### config.mk
export PLATFORM = sky130hd
export DESIGN_NAME = csr_store_unit
export DESIGN_NICKNAME = d
export VERILOG_FILES = /design/src/core/csr_decode.v /design/src/core/csr_source_mux.v /design/src/core/csr_store_unit.v
export VERILOG_INCLUDE_DIRS = /design/src /design/src/core
export SDC_FILE = /design/constraint.sdc
export NUM_CORES = 1
export LEC_CHECK = 0
export BUFFER_PORTS_ARGS = -buffer_cell sky130_fd_sc_hd__buf_2
export CELL_PAD_IN_SITES_DETAIL_PLACEMENT = 0
export CELL_PAD_IN_SITES_GLOBAL_PLACEMENT = 1
export CORE_AREA = 2 2 271 273
export DETAILED_ROUTE_END_ITERATION = 8
export DIE_AREA = 0 0 273 275
export PLACE_DENSITY_LB_ADDON = 0.1
export RECOVER_POWER = 100
export SYNTH_ARGS = -nofsm -noshare
export SYNTH_HDL_FRONTEND = slang
export SYNTH_SLANG_ARGS = --single-unit
### constraint.sdc
create_clock -name CLOCK_IN -period 10.9 [get_ports CLOCK_IN]
set_clock_uncertainty 0.05 [all_clocks]
set_input_delay 2.18 -clock CLOCK_IN [delete_from_list [all_inputs] [get_ports CLOCK_IN]]
set_output_delay 2.18 -clock CLOCK_IN [all_outputs]
set_load 0.05 [all_outputs]
### src/core/csr_store_map.vh
/*
 register store decoder constants: opcode fields, source selects, timing.
 assumes: included by the decoder, source mux and store unit files only.
*/
`ifndef CSR_STORE_MAP_VH
`define CSR_STORE_MAP_VH

// opcode fields
`define CSR_MAJ_DIRECT      4'h0
`define CSR_MAJ_PUSH        4'h4
// low byte, direct forms
`define CSR_D_STATUS        8'h02
`define CSR_D_GBASE         8'h12
`define CSR_D_VBASE         8'h22
`define CSR_D_CIRC          8'h52
`define CSR_D_LSTOP         8'h72
`define CSR_D_LBEGIN        8'h62
`define CSR_D_MAC_HIGH          8'h0A
`define CSR_D_MAC_LOW          8'h1A
`define CSR_D_RET           8'h2A
`define CSR_D_DFLAGS        8'h6A
`define CSR_D_ACC0          8'h7A
`define CSR_D_X0            8'h8A
`define CSR_D_X1            8'h9A
`define CSR_D_Y0            8'hAA
`define CSR_D_Y1            8'hBA
// low byte, push forms
`define CSR_P_STATUS        8'h03
`define CSR_P_GBASE         8'h13
`define CSR_P_VBASE         8'h23
`define CSR_P_CIRC          8'h53
`define CSR_P_LSTOP         8'h73
`define CSR_P_LBEGIN        8'h63
`define CSR_P_MAC_HIGH          8'h02
`define CSR_P_MAC_LOW          8'h12
`define CSR_P_RET           8'h22
`define CSR_P_DFLAGS        8'h62
`define CSR_P_ACC0          8'h72
`define CSR_P_X0            8'h82
`define CSR_P_X1            8'h92
`define CSR_P_Y0            8'hA2
`define CSR_P_Y1            8'hB2
// source selects
`define CSR_S_STATUS        4'h0
`define CSR_S_GBASE         4'h1
`define CSR_S_VBASE         4'h2
`define CSR_S_CIRC          4'h3
`define CSR_S_LSTOP         4'h4
`define CSR_S_LBEGIN        4'h5
`define CSR_S_MAC_HIGH          4'h6
`define CSR_S_MAC_LOW          4'h7
`define CSR_S_RET           4'h8
`define CSR_S_DFLAGS        4'h9
`define CSR_S_ACC0          4'hA
`define CSR_S_X0            4'hB
`define CSR_S_X1            4'hC
`define CSR_S_Y0            4'hD
`define CSR_S_Y1            4'hE
// variants
`define CSR_VAR_LEGACY      2'h0
`define CSR_VAR_BASE        2'h1
`define CSR_VAR_DSP         2'h2
// arithmetic and timing
`define CSR_PUSH_DEC        32'h00000004
`define CSR_PC_STEP         32'h00000002
`define CSR_MAC_HIGH_SIGN_BIT   9
`define CSR_MAC_HIGH_LOW_MASK   32'h000003FF
`define CSR_MAC_HIGH_HIGH_FILL  32'hFFFFFC00
`define CSR_CTRL_PUSH_CYC   2'h2
`define CSR_SYS_PUSH_CYC    2'h1

`endif

### src/core/csr_decode.v
/*
 combinational opcode decoder for the register store instructions.
 assumes: opcode is stable while valid; variant fixed at build.
*/
`timescale 1ns/1ps
`include "csr_store_map.vh"

module csr_decode #(
    parameter [1:0] VARIANT = `CSR_VAR_DSP
) (
    input  wire [15:0] opcode_in,
    output reg         hit_out,
    output reg         push_out,
    output reg         ctrl_out,
    output reg         illegal_out,
    output reg  [3:0]  src_out
);
    reg dsp_only;
    always @* begin
        hit_out     = 1'b0;
        push_out    = 1'b0;
        ctrl_out    = 1'b0;
        dsp_only    = 1'b0;
        src_out     = `CSR_S_STATUS;
        if (opcode_in[15:12] == `CSR_MAJ_DIRECT) begin
            hit_out = 1'b1;
            case (opcode_in[7:0])
                `CSR_D_STATUS: begin src_out = `CSR_S_STATUS; ctrl_out = 1'b1; end
                `CSR_D_GBASE:  begin src_out = `CSR_S_GBASE;  ctrl_out = 1'b1; end
                `CSR_D_VBASE:  begin src_out = `CSR_S_VBASE;  ctrl_out = 1'b1; end
                `CSR_D_CIRC:   begin src_out = `CSR_S_CIRC;   ctrl_out = 1'b1; dsp_only = 1'b1; end
                `CSR_D_LSTOP:  begin src_out = `CSR_S_LSTOP;  ctrl_out = 1'b1; dsp_only = 1'b1; end
                `CSR_D_LBEGIN: begin src_out = `CSR_S_LBEGIN; ctrl_out = 1'b1; dsp_only = 1'b1; end
                `CSR_D_MAC_HIGH:   src_out = `CSR_S_MAC_HIGH;
                `CSR_D_MAC_LOW:   src_out = `CSR_S_MAC_LOW;
                `CSR_D_RET:    src_out = `CSR_S_RET;
                `CSR_D_DFLAGS: begin src_out = `CSR_S_DFLAGS; dsp_only = 1'b1; end
                `CSR_D_ACC0:   begin src_out = `CSR_S_ACC0;   dsp_only = 1'b1; end
                `CSR_D_X0:     begin src_out = `CSR_S_X0;     dsp_only = 1'b1; end
                `CSR_D_X1:     begin src_out = `CSR_S_X1;     dsp_only = 1'b1; end
                `CSR_D_Y0:     begin src_out = `CSR_S_Y0;     dsp_only = 1'b1; end
                `CSR_D_Y1:     begin src_out = `CSR_S_Y1;     dsp_only = 1'b1; end
                default:       hit_out = 1'b0;
            endcase
        end else if (opcode_in[15:12] == `CSR_MAJ_PUSH) begin
            hit_out  = 1'b1;
            push_out = 1'b1;
            case (opcode_in[7:0])
                `CSR_P_STATUS: begin src_out = `CSR_S_STATUS; ctrl_out = 1'b1; end
                `CSR_P_GBASE:  begin src_out = `CSR_S_GBASE;  ctrl_out = 1'b1; end
                `CSR_P_VBASE:  begin src_out = `CSR_S_VBASE;  ctrl_out = 1'b1; end
                `CSR_P_CIRC:   begin src_out = `CSR_S_CIRC;   ctrl_out = 1'b1; dsp_only = 1'b1; end
                `CSR_P_LSTOP:  begin src_out = `CSR_S_LSTOP;  ctrl_out = 1'b1; dsp_only = 1'b1; end
                `CSR_P_LBEGIN: begin src_out = `CSR_S_LBEGIN; ctrl_out = 1'b1; dsp_only = 1'b1; end
                `CSR_P_MAC_HIGH:   src_out = `CSR_S_MAC_HIGH;
                `CSR_P_MAC_LOW:   src_out = `CSR_S_MAC_LOW;
                `CSR_P_RET:    src_out = `CSR_S_RET;
                `CSR_P_DFLAGS: begin src_out = `CSR_S_DFLAGS; dsp_only = 1'b1; end
                // accumulator push moved to its own code
                `CSR_P_ACC0:   begin src_out = `CSR_S_ACC0;   dsp_only = 1'b1; end
                `CSR_P_X0:     begin src_out = `CSR_S_X0;     dsp_only = 1'b1; end
                `CSR_P_X1:     begin src_out = `CSR_S_X1;     dsp_only = 1'b1; end
                `CSR_P_Y0:     begin src_out = `CSR_S_Y0;     dsp_only = 1'b1; end
                `CSR_P_Y1:     begin src_out = `CSR_S_Y1;     dsp_only = 1'b1; end
                default:       hit_out = 1'b0;
            endcase
        end
        illegal_out = hit_out && dsp_only && (VARIANT != `CSR_VAR_DSP);
        if (illegal_out) begin
            hit_out = 1'b0;
        end
    end
endmodule // csr_decode

### src/core/csr_source_mux.v
/*
 source register select with variant-dependent mac_high shaping.
 assumes: source values come from the core register set, same clock.
*/
`timescale 1ns/1ps
`include "csr_store_map.vh"

module csr_source_mux #(
    parameter [1:0] VARIANT = `CSR_VAR_DSP
) (
    input  wire [3:0]  sel_in,
    input  wire [31:0] status_in,
    input  wire [31:0] gbase_in,
    input  wire [31:0] vbase_in,
    input  wire [31:0] circ_in,
    input  wire [31:0] lstop_in,
    input  wire [31:0] lbegin_in,
    input  wire [31:0] mac_high_in,
    input  wire [31:0] mac_low_in,
    input  wire [31:0] ret_in,
    input  wire [31:0] dflags_in,
    input  wire [31:0] acc0_in,
    input  wire [31:0] x0_in,
    input  wire [31:0] x1_in,
    input  wire [31:0] y0_in,
    input  wire [31:0] y1_in,
    output reg  [31:0] value_out
);
    reg [31:0] mac_high_v;
    always @* begin
        mac_high_v = mac_high_in;
        if (VARIANT == `CSR_VAR_LEGACY) begin
            if (mac_high_in[`CSR_MAC_HIGH_SIGN_BIT])
                mac_high_v = mac_high_in | `CSR_MAC_HIGH_HIGH_FILL;
            else
                mac_high_v = mac_high_in & `CSR_MAC_HIGH_LOW_MASK;
        end
        // later variants keep all 32 bits
        case (sel_in)
            `CSR_S_STATUS: value_out = status_in;
            `CSR_S_GBASE:  value_out = gbase_in;
            `CSR_S_VBASE:  value_out = vbase_in;
            `CSR_S_CIRC:   value_out = circ_in;
            `CSR_S_LSTOP:  value_out = lstop_in;
            `CSR_S_LBEGIN: value_out = lbegin_in;
            `CSR_S_MAC_HIGH:   value_out = mac_high_v;
            `CSR_S_MAC_LOW:   value_out = mac_low_in;
            `CSR_S_RET:    value_out = ret_in;
            `CSR_S_DFLAGS: value_out = dflags_in;
            `CSR_S_ACC0:   value_out = acc0_in;
            `CSR_S_X0:     value_out = x0_in;
            `CSR_S_X1:     value_out = x1_in;
            `CSR_S_Y0:     value_out = y0_in;
            `CSR_S_Y1:     value_out = y1_in;
            default:       value_out = 32'h00000000;
        endcase
    end
endmodule // csr_source_mux

### src/core/csr_store_unit.v
/*
 execute unit for control and system register stores (direct copy and push).
 assumes: pipeline issues one instruction per valid pulse and waits for done;
 register file reads dest_gpr value combinationally; memory accepts write on ack.
*/
// How it works
// - status_word, global_base and vector_base copy into dest_gpr in one cycle on all variants.
// - circ_bounds, loop_stop_addr and loop_begin_addr copy into dest_gpr in one cycle on the dsp variant only.
// - control pushes of status_word, global_base and vector_base decrement dest_gpr by 4 then write it, in two cycles.
// - the same two-cycle push exists for circ_bounds, loop_stop_addr and loop_begin_addr on the dsp variant.
// - after any of these stores interrupts stay blocked until the next instruction has executed.
// - address errors stay live, so a misaligned push address raises one despite the interrupt hold.
// - mac_high, mac_low and return_addr copy into dest_gpr in one cycle on all variants.
// - dsp_flags, dsp_accum0 and the x/y operands copy into dest_gpr in one cycle on the dsp variant.
// - system pushes of mac_high, mac_low and return_addr decrement dest_gpr by 4 and write, listed as one cycle; the unit runs them like control pushes.
// - dsp_flags and the x/y operands have pre-decrement pushes on the dsp variant.
// - the dsp_accum0 push, printed with the dsp_flags code, takes its own code following the direct pattern.
// - on the legacy variant the stored mac_high has bit 9 copied into bits 31 to 10.
// - on base and dsp variants mac_high is stored as all 32 bits.
`timescale 1ns/1ps
`include "csr_store_map.vh"

module csr_store_unit #(
    parameter [1:0] VARIANT = `CSR_VAR_DSP
) (
    // clock and reset
    input  wire        CLOCK_IN,
    input  wire        RESET_IN,
    // instruction issue
    input  wire        INSN_VALID_IN,
    input  wire [15:0] INSN_OPCODE_IN,
    input  wire [31:0] PC_IN,
    input  wire        NEXT_INSN_DONE_IN,
    // source registers
    input  wire [31:0] STATUS_WORD_IN,
    input  wire [31:0] GLOBAL_BASE_IN,
    input  wire [31:0] VECTOR_BASE_IN,
    input  wire [31:0] CIRC_BOUNDS_IN,
    input  wire [31:0] LOOP_STOP_ADDR_IN,
    input  wire [31:0] LOOP_BEGIN_ADDR_IN,
    input  wire [31:0] MAC_HIGH_IN,
    input  wire [31:0] MAC_LOW_IN,
    input  wire [31:0] RETURN_ADDR_IN,
    input  wire [31:0] DSP_FLAGS_IN,
    input  wire [31:0] DSP_ACCUM0_IN,
    input  wire [31:0] X_OPERAND0_IN,
    input  wire [31:0] X_OPERAND1_IN,
    input  wire [31:0] Y_OPERAND0_IN,
    input  wire [31:0] Y_OPERAND1_IN,
    // register file
    input  wire [31:0] DEST_GPR_VALUE_IN,
    output reg         GPR_WE_OUT,
    output reg  [3:0]  GPR_IDX_OUT,
    output reg  [31:0] GPR_DATA_OUT,
    // memory write
    input  wire        MEM_ACK_IN,
    output reg         MEM_WR_OUT,
    output reg  [31:0] MEM_ADDR_OUT,
    output reg  [31:0] MEM_DATA_OUT,
    // control to core
    output reg         BUSY_OUT,
    output reg         DONE_OUT,
    output reg  [31:0] PC_NEXT_OUT,
    output reg         IRQ_BLOCK_OUT,
    output reg         ADDR_ERR_OUT,
    output reg         ILLEGAL_OUT
);
    localparam [1:0] ST_IDLE  = 2'h0;
    localparam [1:0] ST_WRITE = 2'h1;
    localparam [1:0] ST_WAIT  = 2'h2;

    wire        dec_hit;
    wire        dec_push;
    wire        dec_illegal;
    wire [3:0]  dec_src;
    wire [31:0] src_value;
    wire [31:0] dec_addr;
    wire        take;

    reg [1:0]   state_ff;
    reg [1:0]   nxt_state;
    reg [31:0]  push_data_ff;
    reg [31:0]  push_addr_ff;
    reg [31:0]  pc_next_ff;

    csr_decode #(
        .VARIANT     (VARIANT)
    ) u_decode (
        .opcode_in   (INSN_OPCODE_IN),
        .hit_out     (dec_hit),
        .push_out    (dec_push),
        .ctrl_out    (),
        .illegal_out (dec_illegal),
        .src_out     (dec_src)
    );

    csr_source_mux #(
        .VARIANT     (VARIANT)
    ) u_mux (
        .sel_in      (dec_src),
        .status_in   (STATUS_WORD_IN),
        .gbase_in    (GLOBAL_BASE_IN),
        .vbase_in    (VECTOR_BASE_IN),
        .circ_in     (CIRC_BOUNDS_IN),
        .lstop_in    (LOOP_STOP_ADDR_IN),
        .lbegin_in   (LOOP_BEGIN_ADDR_IN),
        .mac_high_in     (MAC_HIGH_IN),
        .mac_low_in     (MAC_LOW_IN),
        .ret_in      (RETURN_ADDR_IN),
        .dflags_in   (DSP_FLAGS_IN),
        .acc0_in     (DSP_ACCUM0_IN),
        .x0_in       (X_OPERAND0_IN),
        .x1_in       (X_OPERAND1_IN),
        .y0_in       (Y_OPERAND0_IN),
        .y1_in       (Y_OPERAND1_IN),
        .value_out   (src_value)
    );

    assign take     = INSN_VALID_IN && (state_ff == ST_IDLE);
    assign dec_addr = DEST_GPR_VALUE_IN - `CSR_PUSH_DEC;

    // push sequencing
    always @* begin
        nxt_state = state_ff;
        case (state_ff)
            ST_IDLE: begin
                if (take && dec_hit && dec_push)
                    nxt_state = ST_WRITE;
            end
            ST_WRITE: begin
                // a faulting push skips the memory wait
                if (push_addr_ff[1:0] != 2'h0)
                    nxt_state = ST_IDLE;
                else
                    nxt_state = ST_WAIT;
            end
            ST_WAIT: begin
                if (MEM_ACK_IN)
                    nxt_state = ST_IDLE;
            end
            default: nxt_state = ST_IDLE;
        endcase
    end

    always @(posedge CLOCK_IN or posedge RESET_IN) begin
        if (RESET_IN) begin
            state_ff      <= ST_IDLE;
            push_data_ff  <= 32'h00000000;
            push_addr_ff  <= 32'h00000000;
            pc_next_ff    <= 32'h00000000;
            GPR_WE_OUT    <= 1'b0;
            GPR_IDX_OUT   <= 4'h0;
            GPR_DATA_OUT  <= 32'h00000000;
            MEM_WR_OUT    <= 1'b0;
            MEM_ADDR_OUT  <= 32'h00000000;
            MEM_DATA_OUT  <= 32'h00000000;
            BUSY_OUT      <= 1'b0;
            DONE_OUT      <= 1'b0;
            PC_NEXT_OUT   <= 32'h00000000;
            IRQ_BLOCK_OUT <= 1'b0;
            ADDR_ERR_OUT  <= 1'b0;
            ILLEGAL_OUT   <= 1'b0;
        end else begin
            state_ff     <= nxt_state;
            GPR_WE_OUT   <= 1'b0;
            DONE_OUT     <= 1'b0;
            ADDR_ERR_OUT <= 1'b0;
            ILLEGAL_OUT  <= 1'b0;
            // hold ends once the following instruction retires
            if (NEXT_INSN_DONE_IN)
                IRQ_BLOCK_OUT <= 1'b0;
            case (state_ff)
                ST_IDLE: begin
                    if (take && dec_illegal) begin
                        ILLEGAL_OUT <= 1'b1;
                    end else if (take && dec_hit) begin
                        IRQ_BLOCK_OUT <= 1'b1;
                        pc_next_ff    <= PC_IN + `CSR_PC_STEP;
                        GPR_IDX_OUT   <= INSN_OPCODE_IN[11:8];
                        GPR_WE_OUT    <= 1'b1;
                        if (dec_push) begin
                            GPR_DATA_OUT <= dec_addr;
                            push_addr_ff <= dec_addr;
                            push_data_ff <= src_value;
                            BUSY_OUT     <= 1'b1;
                        end else begin
                            GPR_DATA_OUT <= src_value;
                            DONE_OUT     <= 1'b1;
                            PC_NEXT_OUT  <= PC_IN + `CSR_PC_STEP;
                        end
                    end
                end
                ST_WRITE: begin
                    if (push_addr_ff[1:0] != 2'h0) begin
                        ADDR_ERR_OUT <= 1'b1;
                        BUSY_OUT     <= 1'b0;
                        DONE_OUT     <= 1'b1;
                        PC_NEXT_OUT  <= pc_next_ff;
                    end else begin
                        MEM_WR_OUT   <= 1'b1;
                        MEM_ADDR_OUT <= push_addr_ff;
                        MEM_DATA_OUT <= push_data_ff;
                    end
                end
                ST_WAIT: begin
                    if (MEM_ACK_IN) begin
                        MEM_WR_OUT  <= 1'b0;
                        BUSY_OUT    <= 1'b0;
                        DONE_OUT    <= 1'b1;
                        PC_NEXT_OUT <= pc_next_ff;
                    end
                end
                default: begin
                    BUSY_OUT <= 1'b0;
                end
            endcase
        end
    end
endmodule // csr_store_unit

# After elaboration in Yosys (flattened, before gate mapping)
# Cells that the tools add are included.
[totals]
output_inout_bits = 139
word_cells = 124
ff_bits = 236
input_bits = 565
[classes]
mux = 39
bitwise_logic = 1
n_eq_ne = 49
add_sub_neg = 2
n_reduce_logical = 18
[op_table]
columns = ["op", "n"]
rows = [
  ["one-hot mux 32 bit (15 select lines)", 1],
  ["two-way mux 32 bit", 5],
  ["one-hot mux 4 bit (14 select lines)", 2],
  ["one-hot mux 32 bit (3 select lines)", 1],
  ["== test 8 x 7 -> 1 bit (second input constant)", 8],
  ["== test 8 bit (second input constant)", 8],
  ["adder 32 x 2 -> 32 bit (second input constant)", 1],
  ["subtractor 32 x 3 -> 32 bit (second input constant)", 1],
  ["OR reduction 15 bit", 2],
  ["== test 4 bit (second input constant)", 7],
  ["== test 8 x 5 -> 1 bit (second input constant)", 3],
  ["== test 8 x 6 -> 1 bit (second input constant)", 3],
  ["two-way mux 1 bit", 21],
  ["== test 4 x 3 -> 1 bit (second input constant)", 5],
  ["== test 8 x 2 -> 1 bit (second input constant)", 2],
  ["inequality test 2 bit (second input constant)", 5],
  ["== test 4 x 2 -> 1 bit (second input constant)", 2],
  ["== test 8 x 4 -> 1 bit (second input constant)", 1],
  ["logical NOT 4 bit", 2],
  ["two-way mux 4 bit", 2],
  ["two-way mux 2 bit", 3],
  ["one-hot mux 1 bit (3 select lines)", 2],
  ["one-hot mux 2 bit (3 select lines)", 1],
  ["AND reduction 2 bit", 3],
  ["other kinds (13)", 18],
]

# Longest topological paths before layout
# Gate-level depths: netlist of the first run.
[depth]
word_depth = 9
depth_mapped = 14
ltp_nobuf = 10

# Modules after synthesis
# Synthesis of the first run repeated with hierarchy kept, for this count alone.
[hier_totals]
cells_unflattened = 1595
area_unflattened_um2 = 14895.5
[by_module_without_submodules]
columns = ["module", "seq_area_each_um2", "area_each_um2", "n_inst", "cells_per_inst"]
rows = [
  ["csr_store_unit", 5930.7, 10515.1, 1, 977],
  ["csr_source_mux", 0.0, 3868.7, 1, 535],
  ["csr_decode", 0.0, 511.7, 1, 83],
]

# Worst setup path after synthesis of the first run
# No wires, ideal clock.
[synth_timing]
path_kind = "input -> register"
startpoint = "input INSN_OPCODE_IN[13]"
endpoint = "register GPR_DATA_OUT[26]"
t_arrival_ps = 4593
path_buffers = 1
cell_stages = 10
required_ps = 10724
setup_time_ps = 126
path_slack_ps = 6132
path_cell_list = "or3_1 nor4_4 o221a_2 buf_2 nor2_4 mux2_4 a222oi_1 nand3_1 o311ai_1 nand2_1"
[synth_between]
elab_chain_cells = 6
word_cells_on_any_way = 27
cone_classes = "eq/ne: 15; mux: 8; reduce/logical: 4"
[synth_lines]
columns = ["element", "line_no", "rtl"]
rows = [
  ["start: declaration", "csr_store_unit.v:31", "input wire [15:0] INSN_OPCODE_IN,"],
  ["== test 4 x 3 -> 1 bit (no line)", "n/a", ""],
  ["two-way mux 4 bit", "csr_decode.v:45", "end else if (opcode_in[15:12] == `CSR_MAJ_PUSH) begin"],
  ["two-way mux 4 bit", "csr_decode.v:25", "if (opcode_in[15:12] == `CSR_MAJ_DIRECT) begin"],
  ["== test 4 bit, or another cell as far along", "csr_source_mux.v:39", "case (sel_in)"],
  ["one-hot mux 32 bit (15 select lines)", "csr_source_mux.v:39", ""],
  ["two-way mux 32 bit", "csr_store_unit.v:181", "if (dec_push) begin"],
  ["end signal: assignment", "csr_store_unit.v:182", "GPR_DATA_OUT <= dec_addr;"],
  ["end signal: assignment", "csr_store_unit.v:187", "GPR_DATA_OUT <= src_value;"],
  ["end: declaration", "csr_store_unit.v:54", "output reg [31:0] GPR_DATA_OUT,"],
]
# Parallel ways exist; a longest one is shown, timed or not.
# A chain may end at the register's enable or synchronous reset.

# Worst setup path in the final report of the first run
[layout_timing]
startpoint = "input INSN_OPCODE_IN[6]"
endpoint = "register GPR_DATA_OUT[27]"
[layout_between]
elab_chain_cells = 7
word_cells_on_any_way = 54
cone_classes = "eq/ne: 39; mux: 10; reduce/logical: 5"
[layout_lines]
columns = ["element", "line_no", "rtl"]
rows = [
  ["== test 8 bit, or another cell as far along", "csr_decode.v:48", "case (opcode_in[7:0])"],
  ["one-hot mux 4 bit (14 select lines) or OR reduction 15 bit (tied branches)", "n/a", ""],
  ["two-way mux 4 bit or two-way mux 1 bit (tied branches)", "csr_decode.v:45, csr_decode.v:48", ""],
  ["two-way mux 4 bit or two-way mux 1 bit (tied branches)", "csr_decode.v:25, csr_decode.v:45", ""],
  ["== test 4 bit, or another cell as far along", "csr_source_mux.v:39", ""],
  ["one-hot mux 32 bit (15 select lines) or logical AND 1 bit (tied branches)", "csr_source_mux.v:39, csr_store_unit.v:176", ""],
  ["two-way mux 32 bit or AND reduction 2 bit (tied branches)", "n/a", ""],
]
# Parallel ways exist; a longest one is shown, timed or not.

==> results of run 1 <==
## where the power goes
part / leakage, nW / internal (W) / switching (W) / total, W
Combinational: 6.09 / 0.000172 / 0.000472 / 0.000644
Clock: 0.480 / 0.000625 / 0.000392 / 0.00102
Sequential: 3.20 / 0.000959 / 0.0000460 / 0.00100
Total: 9.77 / 0.00176 / 0.000911 / 0.00267
## worst max-delay path: cells and delay by family
family                 cells  cell delay, ns
AOI/OAI and AO/OA          6            3.76
buffers and inverters      1            0.75
and+or+nand+nor            3            1.57
## final cells by class
| type | count | area (um^2) |
|---|---|---|
| sequential | 236 | 5906 |
| timing repair buffer | 738 | 3593 |
| multi-input combinational | 1405 | 8640 |
| fill | 8141 | 51900 |
| antenna | 16 | 40.04 |
| clock buffer | 41 | 800.8 |
| tap | 959 | 1200 |
| clock inverter | 10 | 175.2 |
| inverter | 23 | 87.58 |
## cell families after synthesis
group,count (synthesis),share of synthesized area (%)
simple gates,697,21.05
compound gates,529,23.57
flops,236,38.85
buf+inv,153,4.453
mux,115,8.272
xor+xnor,57,3.284
fa+ha+maj,6,0.4939
other cells,1,0.02467
## per-stage QoR
step	total power (W)	setup slack (ns)
after global routing	0.002783	2.805
after floorplan	0.001401	2.195
after global placement	0.001689	4.295
final	0.002666	3.021
after CTS	0.002724	4.876
after detailed placement	0.001689	4.282
## flip-flops by register name (all words and copies together) (netlist names)
signal / cells
pc_next_ff: 32
ADDR_ERR_OUT: 1
MEM_WR_OUT: 1
BUSY_OUT: 1
IRQ_BLOCK_OUT: 1
GPR_DATA_OUT: 32
state_ff: 2
MEM_ADDR_OUT: 32
push_data_ff: 32
GPR_WE_OUT: 1
push_addr_ff: 32
PC_NEXT_OUT: 32
DONE_OUT: 1
GPR_IDX_OUT: 4
MEM_DATA_OUT: 32
## cell usage after synthesis (7+ instances only)
library cell	n	area, um^2
nor2_1	125	469.2
a222oi_1	9	90.09
a22o_1	31	271.5
and2_1	8	50.05
a22oi_1	62	465.5
o211ai_1	17	127.6
inv_1	23	86.33
a31oi_1	19	118.9
o2bb2ai_1	16	140.1
nand2b_1	8	50.05
nand4_1	16	100.1
nand2_1	330	1239
a21o_1	7	52.55
dfrtp_1	236	5906
nand3_1	74	370.4
nor4_1	10	62.56
o21ai_0	115	575.6
a21oi_1	120	600.6
mux2_2	71	799.5
xor2_1	25	219.0
clkbuf_1	73	274.0
xnor2_1	32	280.3
o31ai_1	17	127.6
mux2i_1	42	420.4
o2111ai_1	7	61.31
buf_2	37	185.2
buf_4	7	52.55
nor3_1	42	210.2
buf_1	9	33.78
o21ai_1	12	60.06
a211oi_1	13	97.59
and3_1	38	237.7
## routing by layer
| layer | share of wire [%] | global-route usage [%] | up-vias | routed length (um) |
|---|---|---|---|---|
| met5 | 0.14 | 0 | - | 139 |
| met4 | 3.3 | 7.046 | 24 | 3195 |
| met3 | 6.0 | 4.163 | 155 | 5829 |
| met2 | 49 | 43.98 | 697 | 48030 |
| met1 | 42 | 31.41 | 8410 | 40650 |
| li1 | - | - | 7848 | - |
## worst min-delay path by stage
| stage | end | slack (ns) |
|---|---|---|
| after floorplan | push_addr_ff[10] | 0.38 |
| after global placement | GPR_DATA_OUT[17] | 0.40 |
| after detailed placement | GPR_DATA_OUT[13] | 0.40 |
| after CTS | GPR_DATA_OUT[13] | 0.41 |
| after global routing | pc_next_ff[2] | 0.43 |
| final | push_addr_ff[20] | 0.41 |
==> impl_metrics.csv, run 1 <==
group,metric,value,unit
setup_path,reg2reg_from,"state_ff[0]",
floorplanning,die_h,275,um
logic_synthesis,async_flop_share,100.0,%
grt,grt_pass1_vias,17290,
finish,final_common_cell,"buf_2",
setup_path,cp.required,11.31,ns
timing,hold_violations,0,
grt,gr-total-overflow,0,
grt,grt_max_degree,119,
detailed_routing,drt_first_pass_iters,7,
detailed_routing,drt_iter0_drc,1328,
timing,fmax,0.1269,GHz
floorplanning,pin_count,704,
finish,final_cell_mix,"buf_2 (562), nand2_1 (328), dfrtp_1 (236), clkbuf_1 (153), nor2_1 (124)",
place,dp.cells,3361,
cts,post_cts_buffers,0,
logic_synthesis,synth.distinct_cells,98,
timing,max_slew_margin,-273.4,%
timing,hold_ws,0.4089,ns
grt,grt_pass1_wl,134500,um
finish,final_area,20440,um^2
setup_path,max_stage_delay,1.94,ns
detailed_routing,vias,17130,
floorplanning,rows,99,
status,status,"complete, but fails checks",
logic_synthesis,syn_area,15200,um^2
setup_path,cp-end-kind,"flip-flop",
timing,tightest_slew,5.600,ns
logic_synthesis,ys_seq_area_share,38.85,%
grt,track_usage,25.00,%
floorplanning,fp.dieW,273,um
setup_path,startpoint,"INSN_OPCODE_IN[6]",
setup_path,worstSetupStartpointType,"primary input",
place,hpwl,79520,um
place,io_buffers,702,
detailed_routing,ant_nets,0,
timing,setup_violations,0,
setup_path,arrival,8.29,ns
detailed_routing,drc,0,
status,failed_checks,"capacitance limit, slew limit",
timing,period_share,72.28,%
finish,nets,3004,
cts,cts-hold-fix-buffers,0,
floorplanning,initial_core_util,21.01,%
finish,final_core_util,28.26,%
logic_synthesis,yosys_warnings,0,
setup_path,cp-endpoint,"GPR_DATA_OUT[27]",
setup_path,rr_worst_depth,7,
cts,cts_tree,"done",
job,drv_cap,6,
timing,finalCriticalPeriod,7.879,ns
pwr,ir_drop,103.9,uV
detailed_routing,routed_via_density,4.998,
finish,drive_gt1_share,30.74,%
logic_synthesis,synthCells,1794,
setup_path,cp_common_cell,"a22oi_1",
setup_path,path_class,"in -> reg",
logic_synthesis,synth_nets,2365,
cts,cts.sinks,236,
detailed_routing,route.detailed.wl_per_inst,28.54,um
logic_synthesis,synth_edf_count,0,
cts,cts_max_path_buffers,3,
setup_path,r2r_slack,6.93,ns
setup_path,path_cells,"clkbuf_1 > and4bb_1 > nor4_1 > o221ai_1 > a21oi_1 > a22oi_1 > o21ai_0 > a22oi_1 > and3_1 > o211ai_1",
cts,clock_latency,0.55,ns
pwr,p_per_area,130.4,nW/um^2
place,routabilityCongestion,0.9545,
cts,cts_made_buffers,29,
timing,slew_violations,299,
worst_hold_path,holdPathStages,2,
cts,clk_pin_slew,0.06,ns
logic_synthesis,syn_area_per_cell,8.473,um^2
floorplanning,die_area,75080,um^2
logic_synthesis,yosys_most_used_dff,"dfrtp_1",
setup_path,slowest_stage,"a21oi_1",
place,dpl_cell_area,19680,um^2
cts,cts_resized,0,
worst_hold_path,min-delay-start,"push_addr_ff[20]",
detailed_routing,finalWirelength,97840,um
pwr,leakagePower,9.771,nW
cts,cts-htree-levels,1,
setup_path,r2r-end,"PC_NEXT_OUT[30]",
grt,antenna_found_initial,41,
cts,root_buffer,"clkbuf_16",
logic_synthesis,yosys_register_bits,236,
timing,grt_setup_unrepaired,"false",
floorplanning,core_area,72340,um^2
timing,setup_tns,0,ns
worst_hold_path,min_path_type,"reg -> reg",
finish,area_growth,34.48,%
setup_path,path_max_fanout,22,
finish,finalNonFillerCells,3428,
Power figures use the tool's default switching activity.
==> run 2: changes to the inputs <==
--- a/config.mk
+++ b/config.mk
@@ -6,12 +6,13 @@
 export SDC_FILE = /design/constraint.sdc
 export NUM_CORES = 1
 export LEC_CHECK = 0
+export ABC_AREA = 1
 export BUFFER_PORTS_ARGS = -buffer_cell sky130_fd_sc_hd__buf_2
 export CELL_PAD_IN_SITES_DETAIL_PLACEMENT = 0
 export CELL_PAD_IN_SITES_GLOBAL_PLACEMENT = 1
-export CORE_AREA = 2 2 271 273
+export CORE_AREA = 2 2 274 276
 export DETAILED_ROUTE_END_ITERATION = 8
-export DIE_AREA = 0 0 273 275
+export DIE_AREA = 0 0 276 278
 export PLACE_DENSITY_LB_ADDON = 0.1
 export RECOVER_POWER = 100
 export SYNTH_ARGS = -nofsm -noshare
==> constraint.sdc (replaced) <==
create_clock -name CLOCK_IN -period 6.7 [get_ports CLOCK_IN]
set_clock_uncertainty 0.05 [all_clocks]
set_input_delay 1.34 -clock CLOCK_IN [delete_from_list [all_inputs] [get_ports CLOCK_IN]]
set_output_delay 1.34 -clock CLOCK_IN [all_outputs]
set_load 0.05 [all_outputs]
==> impl_metrics.csv, run 2 <==
group,metric,value,unit
setup_path,cp_num_buf_inv,4,
timing,hold_ws,0.4120,ns
setup_path,path_max_fanout,77,
logic_synthesis,synth.distinct_cells,45,
floorplanning,core_area,73820,um^2
pwr,p_seq_share,33.9,%
logic_synthesis,synth_area_leaders,"dfrtp_1 (37%), nand2_1 (23%), nand3_1 (11%)",
setup_path,cp-end-kind,"flip-flop",
setup_path,cp.required,7.13,ns
logic_synthesis,ys_seq_area_share,37.27,%
pwr,p_switching,0.002655,W
detailed_routing,ant_nets,0,
cts,cts-hold-fix-buffers,0,
finish,nets,3666,
finish,final_cell_mix,"nand2_1 (955), buf_2 (560), nand3_1 (364), dfrtp_1 (236), inv_1 (233)",
setup_path,path_delay_family,"simple AND/OR/NAND/NOR gates",
finish,area_growth,31.10,%
cts,cts-htree-levels,1,
place,routabilityCongestion,0.8903,
status,failed_checks,"DRC, capacitance limit, slew limit",
grt,gr-total-overflow,0,
grt,grt_pass1_vias,18690,
cts,root_buffer,"clkbuf_16",
setup_path,slowest_stage,"nor2_4",
cts,clk_pin_slew,0.06,ns
status,status,"complete, but fails checks",
pwr,comb_power_share,40.4,%
detailed_routing,finalWirelength,89250,um
timing,setup_tns,0,ns
pwr,ir_drop,142.1,uV
floorplanning,initial_core_util,21.47,%
place,hpwl,71300,um
cts,cts_max_path_buffers,3,
detailed_routing,vias,18530,
floorplanning,die_h,278,um
cts,cts_tree,"done",
logic_synthesis,yosysMostFrequentCell,"nand2_1",
setup_path,path_class,"in -> reg",
finish,final_core_util,28.14,%
logic_synthesis,yosysTopAreaCellShare,37.27,%
grt,track_usage,22.36,%
cts,cts.sinks,236,
timing,period_share,78.05,%
finish,final_common_cell,"nand2_1",
place,io_buffers,702,
finish,drive_gt1_share,21.05,%
timing,hold_violations,0,
setup_path,arrival,5.66,ns
floorplanning,pin_count,704,
pwr,leakagePower,11.42,nW
logic_synthesis,synthCells,2473,
pwr,clockPowerShare,25.7,%
grt,antenna_found_initial,21,
pwr,p_int,0.003249,W
cts,post_cts_buffers,0,
job,drv_cap,7,
timing,fin_ws,1.471,ns
setup_path,rr_worst_depth,6,
logic_synthesis,synth_nets,3044,
logic_synthesis,yosysTopAreaCell,"dfrtp_1",
detailed_routing,drt_iter0_drc,1213,
setup_path,cp_common_cell,"nand2_1",
detailed_routing,routed-wl-met2,43610,um
setup_path,r2r_slack,2.44,ns
grt,grt_max_degree,129,
cts,clock_latency,0.55,ns
detailed_routing,routed_via_density,4.536,
cts,cts_made_buffers,26,
worst_hold_path,holdPathStages,2,
detailed_routing,drt_first_pass_iters,9,
detailed_routing,top_layer,"met5",
detailed_routing,met1Wirelength,38720,um
cts,cts_resized,0,
detailed_routing,drc,20,
floorplanning,rows,100,
pwr,p_sw_share,44.97,%
logic_synthesis,syn_area_per_cell,6.408,um^2
pwr,p_per_area,284.2,nW/um^2
timing,slew_violations,414,
logic_synthesis,synth_edf_count,0,
timing,max_slew_margin,-88.65,%
detailed_routing,route.detailed.wl_per_inst,21.85,um
logic_synthesis,synth_common_cells,"nand2_1 (956), nand3_1 (363), dfrtp_1 (236)",
timing,grt_setup_unrepaired,"false",
setup_path,path_cells,"buf_2 > or2_0 > nor3_1 > clkinv_1 > nand2_1 > nand2_4 > nor2_4 > buf_4 > nand3_1 > nand2_1 > nor2_1 > nand2_1 > inv_1 > nand2_1 > nand2_1 > nand2_1",
floorplanning,die_area,76730,um^2
logic_synthesis,async_flop_share,100.0,%
grt,grt_pass1_wl,128000,um
logic_synthesis,yosys_register_bits,236,
logic_synthesis,syn_area,15850,um^2
setup_path,max_stage_delay,1.37,ns
logic_synthesis,yosys_most_used_dff,"dfrtp_1",
timing,finalCriticalPeriod,5.230,ns
setup_path,worstSetupStartpointType,"primary input",
worst_hold_path,min_path_type,"reg -> reg",
detailed_routing,routed-wl-met3,5156,um
floorplanning,fp.dieW,276,um
setup_path,cp_num_cells,16,
logic_synthesis,yosys_warnings,0,
place,pre_cts_slack,1.619,ns
timing,tightest_slew,2.830,ns
timing,fmax,0.1912,GHz
timing,setup_violations,0,
## run 2: power groups by stage
stage / clock [W] / sequential [W] / combinational [W]
final: 0.00152 / 0.00200 / 0.00239
after global routing: 0.00162 / 0.00205 / 0.00262
after CTS: 0.00157 / 0.00200 / 0.00250
after detailed placement: 0 / 0.00202 / 0.00249
after global placement: 0 / 0.00202 / 0.00248
after floorplan: 0 / 0.00275 / 0.000889
## run 2: worst paths after layout
kind,to,startpoint
max,GPR_DATA_OUT[13],INSN_OPCODE_IN[13]
min,MEM_DATA_OUT[0],push_data_ff[0]
max reg2reg,BUSY_OUT,state_ff[1]
min reg2reg,MEM_DATA_OUT[0],push_data_ff[0]
max in group asynchronous,pc_next_ff[17],RESET_IN
min in group asynchronous,pc_next_ff[0],RESET_IN
## run 2: routing by layer
layer / track usage (%) / up-vias
met5: 0 / -
met4: 4.428 / 16
met3: 2.989 / 103
met2: 39.47 / 631
met1: 29.16 / 8719
li1: - / 9061
## run 2: per-stage QoR
step	area (um^2)	total power (W)	std cells
2_1_floorplan	15850	0.003642	2473
5_1_grt	20770	0.006285	4085
3_5_place_dp	20140	0.004515	4036
3_3_place_gp	20140	0.004501	4036
6_report	20770	0.005903	4085
4_1_cts	21020	0.006069	4081
## run 2: logic make-up after synthesis
group / after synthesis / share of synthesized area (%)
adders and majority gates: 6 / 0.4737
DFF: 236 / 37.27
other: 1 / 0.02366
muxes: 16 / 1.026
buffers and inverters: 370 / 9.996
AOI/OAI and AO/OA: 175 / 5.780
and+or+nand+nor: 1641 / 43.88
xor gates and xnor gates: 28 / 1.548
## run 2: worst register-to-register path, stage by stage, from the launching register on
cell and delay [ns]:
dfrtp_1 0.38, inv_1 0.09, ha_1 0.20, nand2_1 1.04
clkbuf_1 1.80, nand3_1 0.23, mux2_2 0.36
## run 2: area by class of cell
class	instances	area, um^2
fill	8587	53050
tap	969	1212
clock buffer	38	767.0
inverter	243	913.4
antenna	4	10.01
sequential	236	5906
clock inverter	7	110.1
multi-input combinational	1867	8369
timing repair buffer	721	3487
==> run 3: changes to the inputs <==
--- a/config.mk
+++ b/config.mk
@@ -6,13 +6,13 @@
 export SDC_FILE = /design/constraint.sdc
 export NUM_CORES = 1
 export LEC_CHECK = 0
-export ABC_AREA = 1
+export ABC_AREA = 0
 export BUFFER_PORTS_ARGS = -buffer_cell sky130_fd_sc_hd__buf_2
 export CELL_PAD_IN_SITES_DETAIL_PLACEMENT = 0
 export CELL_PAD_IN_SITES_GLOBAL_PLACEMENT = 1
-export CORE_AREA = 2 2 274 276
+export CORE_AREA = 2 2 271 273
 export DETAILED_ROUTE_END_ITERATION = 8
-export DIE_AREA = 0 0 276 278
+export DIE_AREA = 0 0 273 275
 export PLACE_DENSITY_LB_ADDON = 0.1
 export RECOVER_POWER = 100
 export SYNTH_ARGS = -nofsm -noshare
==> constraint.sdc (replaced) <==
create_clock -name CLOCK_IN -period 5.3 [get_ports CLOCK_IN]
set_clock_uncertainty 0.05 [all_clocks]
set_input_delay 1.06 -clock CLOCK_IN [delete_from_list [all_inputs] [get_ports CLOCK_IN]]
set_output_delay 1.06 -clock CLOCK_IN [all_outputs]
set_load 0.05 [all_outputs]
==> impl_metrics.csv, run 3 (same netlist as run 1, synthesis figures left out) <==
group,metric,value,unit
status,status,"complete, but fails checks",
status,failed_checks,"capacitance limit, slew limit",
cts,cts-htree-levels,1,
finish,area_growth,35.82,%
grt,grt_pass1_wl,139100,um
detailed_routing,finalWirelength,102600,um
pwr,comb_power_share,25.3,%
grt,grt_max_degree,144,
detailed_routing,drt_first_pass_iters,7,
worst_hold_path,min-delay-start,"push_addr_ff[11]",
floorplanning,initial_core_util,21.01,%
detailed_routing,vias,17330,
cts,clock_latency,0.54,ns
finish,multi_input_area,8675,um^2
pwr,leakagePower,9.876,nW
detailed_routing,drt_iter0_drc,1457,
finish,nets,3027,
timing,grt_setup_unrepaired,"false",
cts,cts_made_buffers,26,
cts,clk_pin_slew,0.07,ns
setup_path,path_max_fanout,27,
grt,gr-total-overflow,0,
pwr,ir_drop,243.5,uV
floorplanning,core_area,72340,um^2
finish,final_core_util,28.54,%
setup_path,reg2reg_from,"state_ff[0]",
setup_path,cp.required,5.65,ns
place,routabilityCongestion,0.9700,
finish,final_common_cell,"buf_2",
timing,hold_violations,0,
timing,setup_tns,0,ns
setup_path,path_cells,"buf_2 > or4b_1 > clkbuf_1 > or3_1 > nor2_4 > a22o_4 > clkbuf_2 > nor3_2 > a222oi_1 > and3_1 > o21ai_0",
setup_path,max_stage_delay,0.69,ns
setup_path,cp_num_buf_inv,3,
setup_path,worstSetupStartpointType,"primary input",
cts,post_cts_buffers,0,
setup_path,path_class,"in -> reg",
timing,setup_violations,0,
job,drv_cap,4,
detailed_routing,route.detailed.wl_per_inst,29.73,um
finish,finalNonFillerCells,3450,
timing,finalCriticalPeriod,4.823,ns
finish,regArea,5906,um^2
detailed_routing,drc,0,
finish,final_cell_mix,"buf_2 (562), nand2_1 (328), dfrtp_1 (236), clkbuf_1 (152), nor2_1 (123)",
timing,period_share,91.00,%
floorplanning,die_h,275,um
detailed_routing,routed_via_density,5.022,
timing,tightest_slew,2.870,ns
floorplanning,pin_count,704,
worst_hold_path,holdPathEnd,"push_addr_ff[11]",
cts,cts.sinks,236,
grt,antenna_found_initial,34,
pwr,clockPowerShare,36.3,%
setup_path,rr_worst_depth,7,
place,hpwl,85240,um
setup_path,r2r_slack,1.50,ns
cts,cts_max_path_buffers,3,
cts,cts_tree,"done",
detailed_routing,ant_nets,0,
floorplanning,rows,99,
timing,slew_violations,288,
setup_path,path_delay_family,"simple AND/OR/NAND/NOR gates",
worst_hold_path,min_path_type,"reg -> reg",
setup_path,cp-end-kind,"flip-flop",
pwr,p_int,0.003490,W
floorplanning,die_area,75080,um^2
pwr,p_sw_share,35.11,%
setup_path,slowest_stage,"or4b_1",
cts,cts_resized,0,
place,dp.cells,3387,
cts,cts-hold-fix-buffers,0,
pwr,p_per_area,260.5,nW/um^2
setup_path,r2r-end,"PC_NEXT_OUT[30]",
timing,fmax,0.2073,GHz
worst_hold_path,holdPathStages,2,
grt,track_usage,26.24,%
pwr,p_switching,0.001888,W
finish,drive_gt1_share,31.54,%
pwr,p_seq_share,38.5,%
finish,n_fill_cell,8122,
place,io_buffers,702,
setup_path,arrival,5.17,ns
grt,grt_pass1_vias,17470,
timing,max_slew_margin,-91.36,%
floorplanning,fp.dieW,273,um
cts,root_buffer,"clkbuf_16",
-- run 3: cell types whose count changed in the layout (fill, tap and decap cells not counted), sizes merged, moves of 70 or more --
cell   previous run  this run
a21oi            12       121
inv             241        23
mux2              2        72
nand2           964       331
nand3           365        74
nor2            226       130
-- run 3: final cells by class --
class                           instances  area share (%)
Multi-Input combinational cell       1405           42.02
Sequential cell                       236           28.60
Timing Repair Buffer                  764           18.53
Tap cell                              959           5.812
Clock buffer                           37           3.745
Clock inverter                         11          0.6848
Inverter                               23          0.4242
Antenna cell                           15          0.1818
-- run 3: worst reg2reg max path, stage by stage, from the launching register on --
cell and delay [ns]:
dfrtp_1 0.40, inv_1 0.08, ha_2 0.31, clkbuf_1 2.00, inv_1 0.34, nor2_1 0.21
a211oi_1 0.06, a21o_1 0.24
-- run 3: worst max-delay path by stage --
| stage | slack [ns] | end | cells past startpoint | startpoint |
|---|---|---|---|---|
| floorplan | 1.10 | ADDR_ERR_OUT | 1 | RESET_IN |
| global placement | 0.31 | GPR_DATA_OUT[3] | 11 | INSN_OPCODE_IN[13] |
| detailed placement | 0.33 | push_data_ff[0] | 11 | INSN_OPCODE_IN[6] |
| CTS | 0.92 | push_data_ff[0] | 11 | INSN_OPCODE_IN[6] |
| global route | 0.30 | push_addr_ff[26] | 11 | INSN_OPCODE_IN[12] |
| finish | 0.48 | push_data_ff[11] | 11 | INSN_OPCODE_IN[13] |
-- run 3: metal layers --
layer | vias up | global-route usage, % | wire length, um
li1 | 7892 | - | -
met1 | 8588 | 33.95 | 43500
met2 | 729 | 45.97 | 50530
met3 | 108 | 3.989 | 6035
met4 | 10 | 5.882 | 2439
met5 | - | 0 | 46
-- run 3: per-stage QoR --
stage	worst slack, ns	instance area, um^2	hold WS, ns	total power (W)
floorplan	1.098	15200	0.3831	0.002883
global placement	0.3079	19970	0.3996	0.003508
detailed placement	0.3296	19970	0.4057	0.003507
CTS	0.9206	20880	0.4206	0.005495
global route	0.3020	20630	0.4345	0.005618
finish	0.4770	20650	0.4146	0.005378
-- run 3: power groups by stage --
stage / clock network (W) / registers [W] / logic [W]
global placement: 0 / 0.00210 / 0.00141
finish: 0.00195 / 0.00207 / 0.00136
global route: 0.00208 / 0.00209 / 0.00144
CTS: 0.00202 / 0.00207 / 0.00141
floorplan: 0 / 0.00257 / 0.000317
detailed placement: 0 / 0.00210 / 0.00141
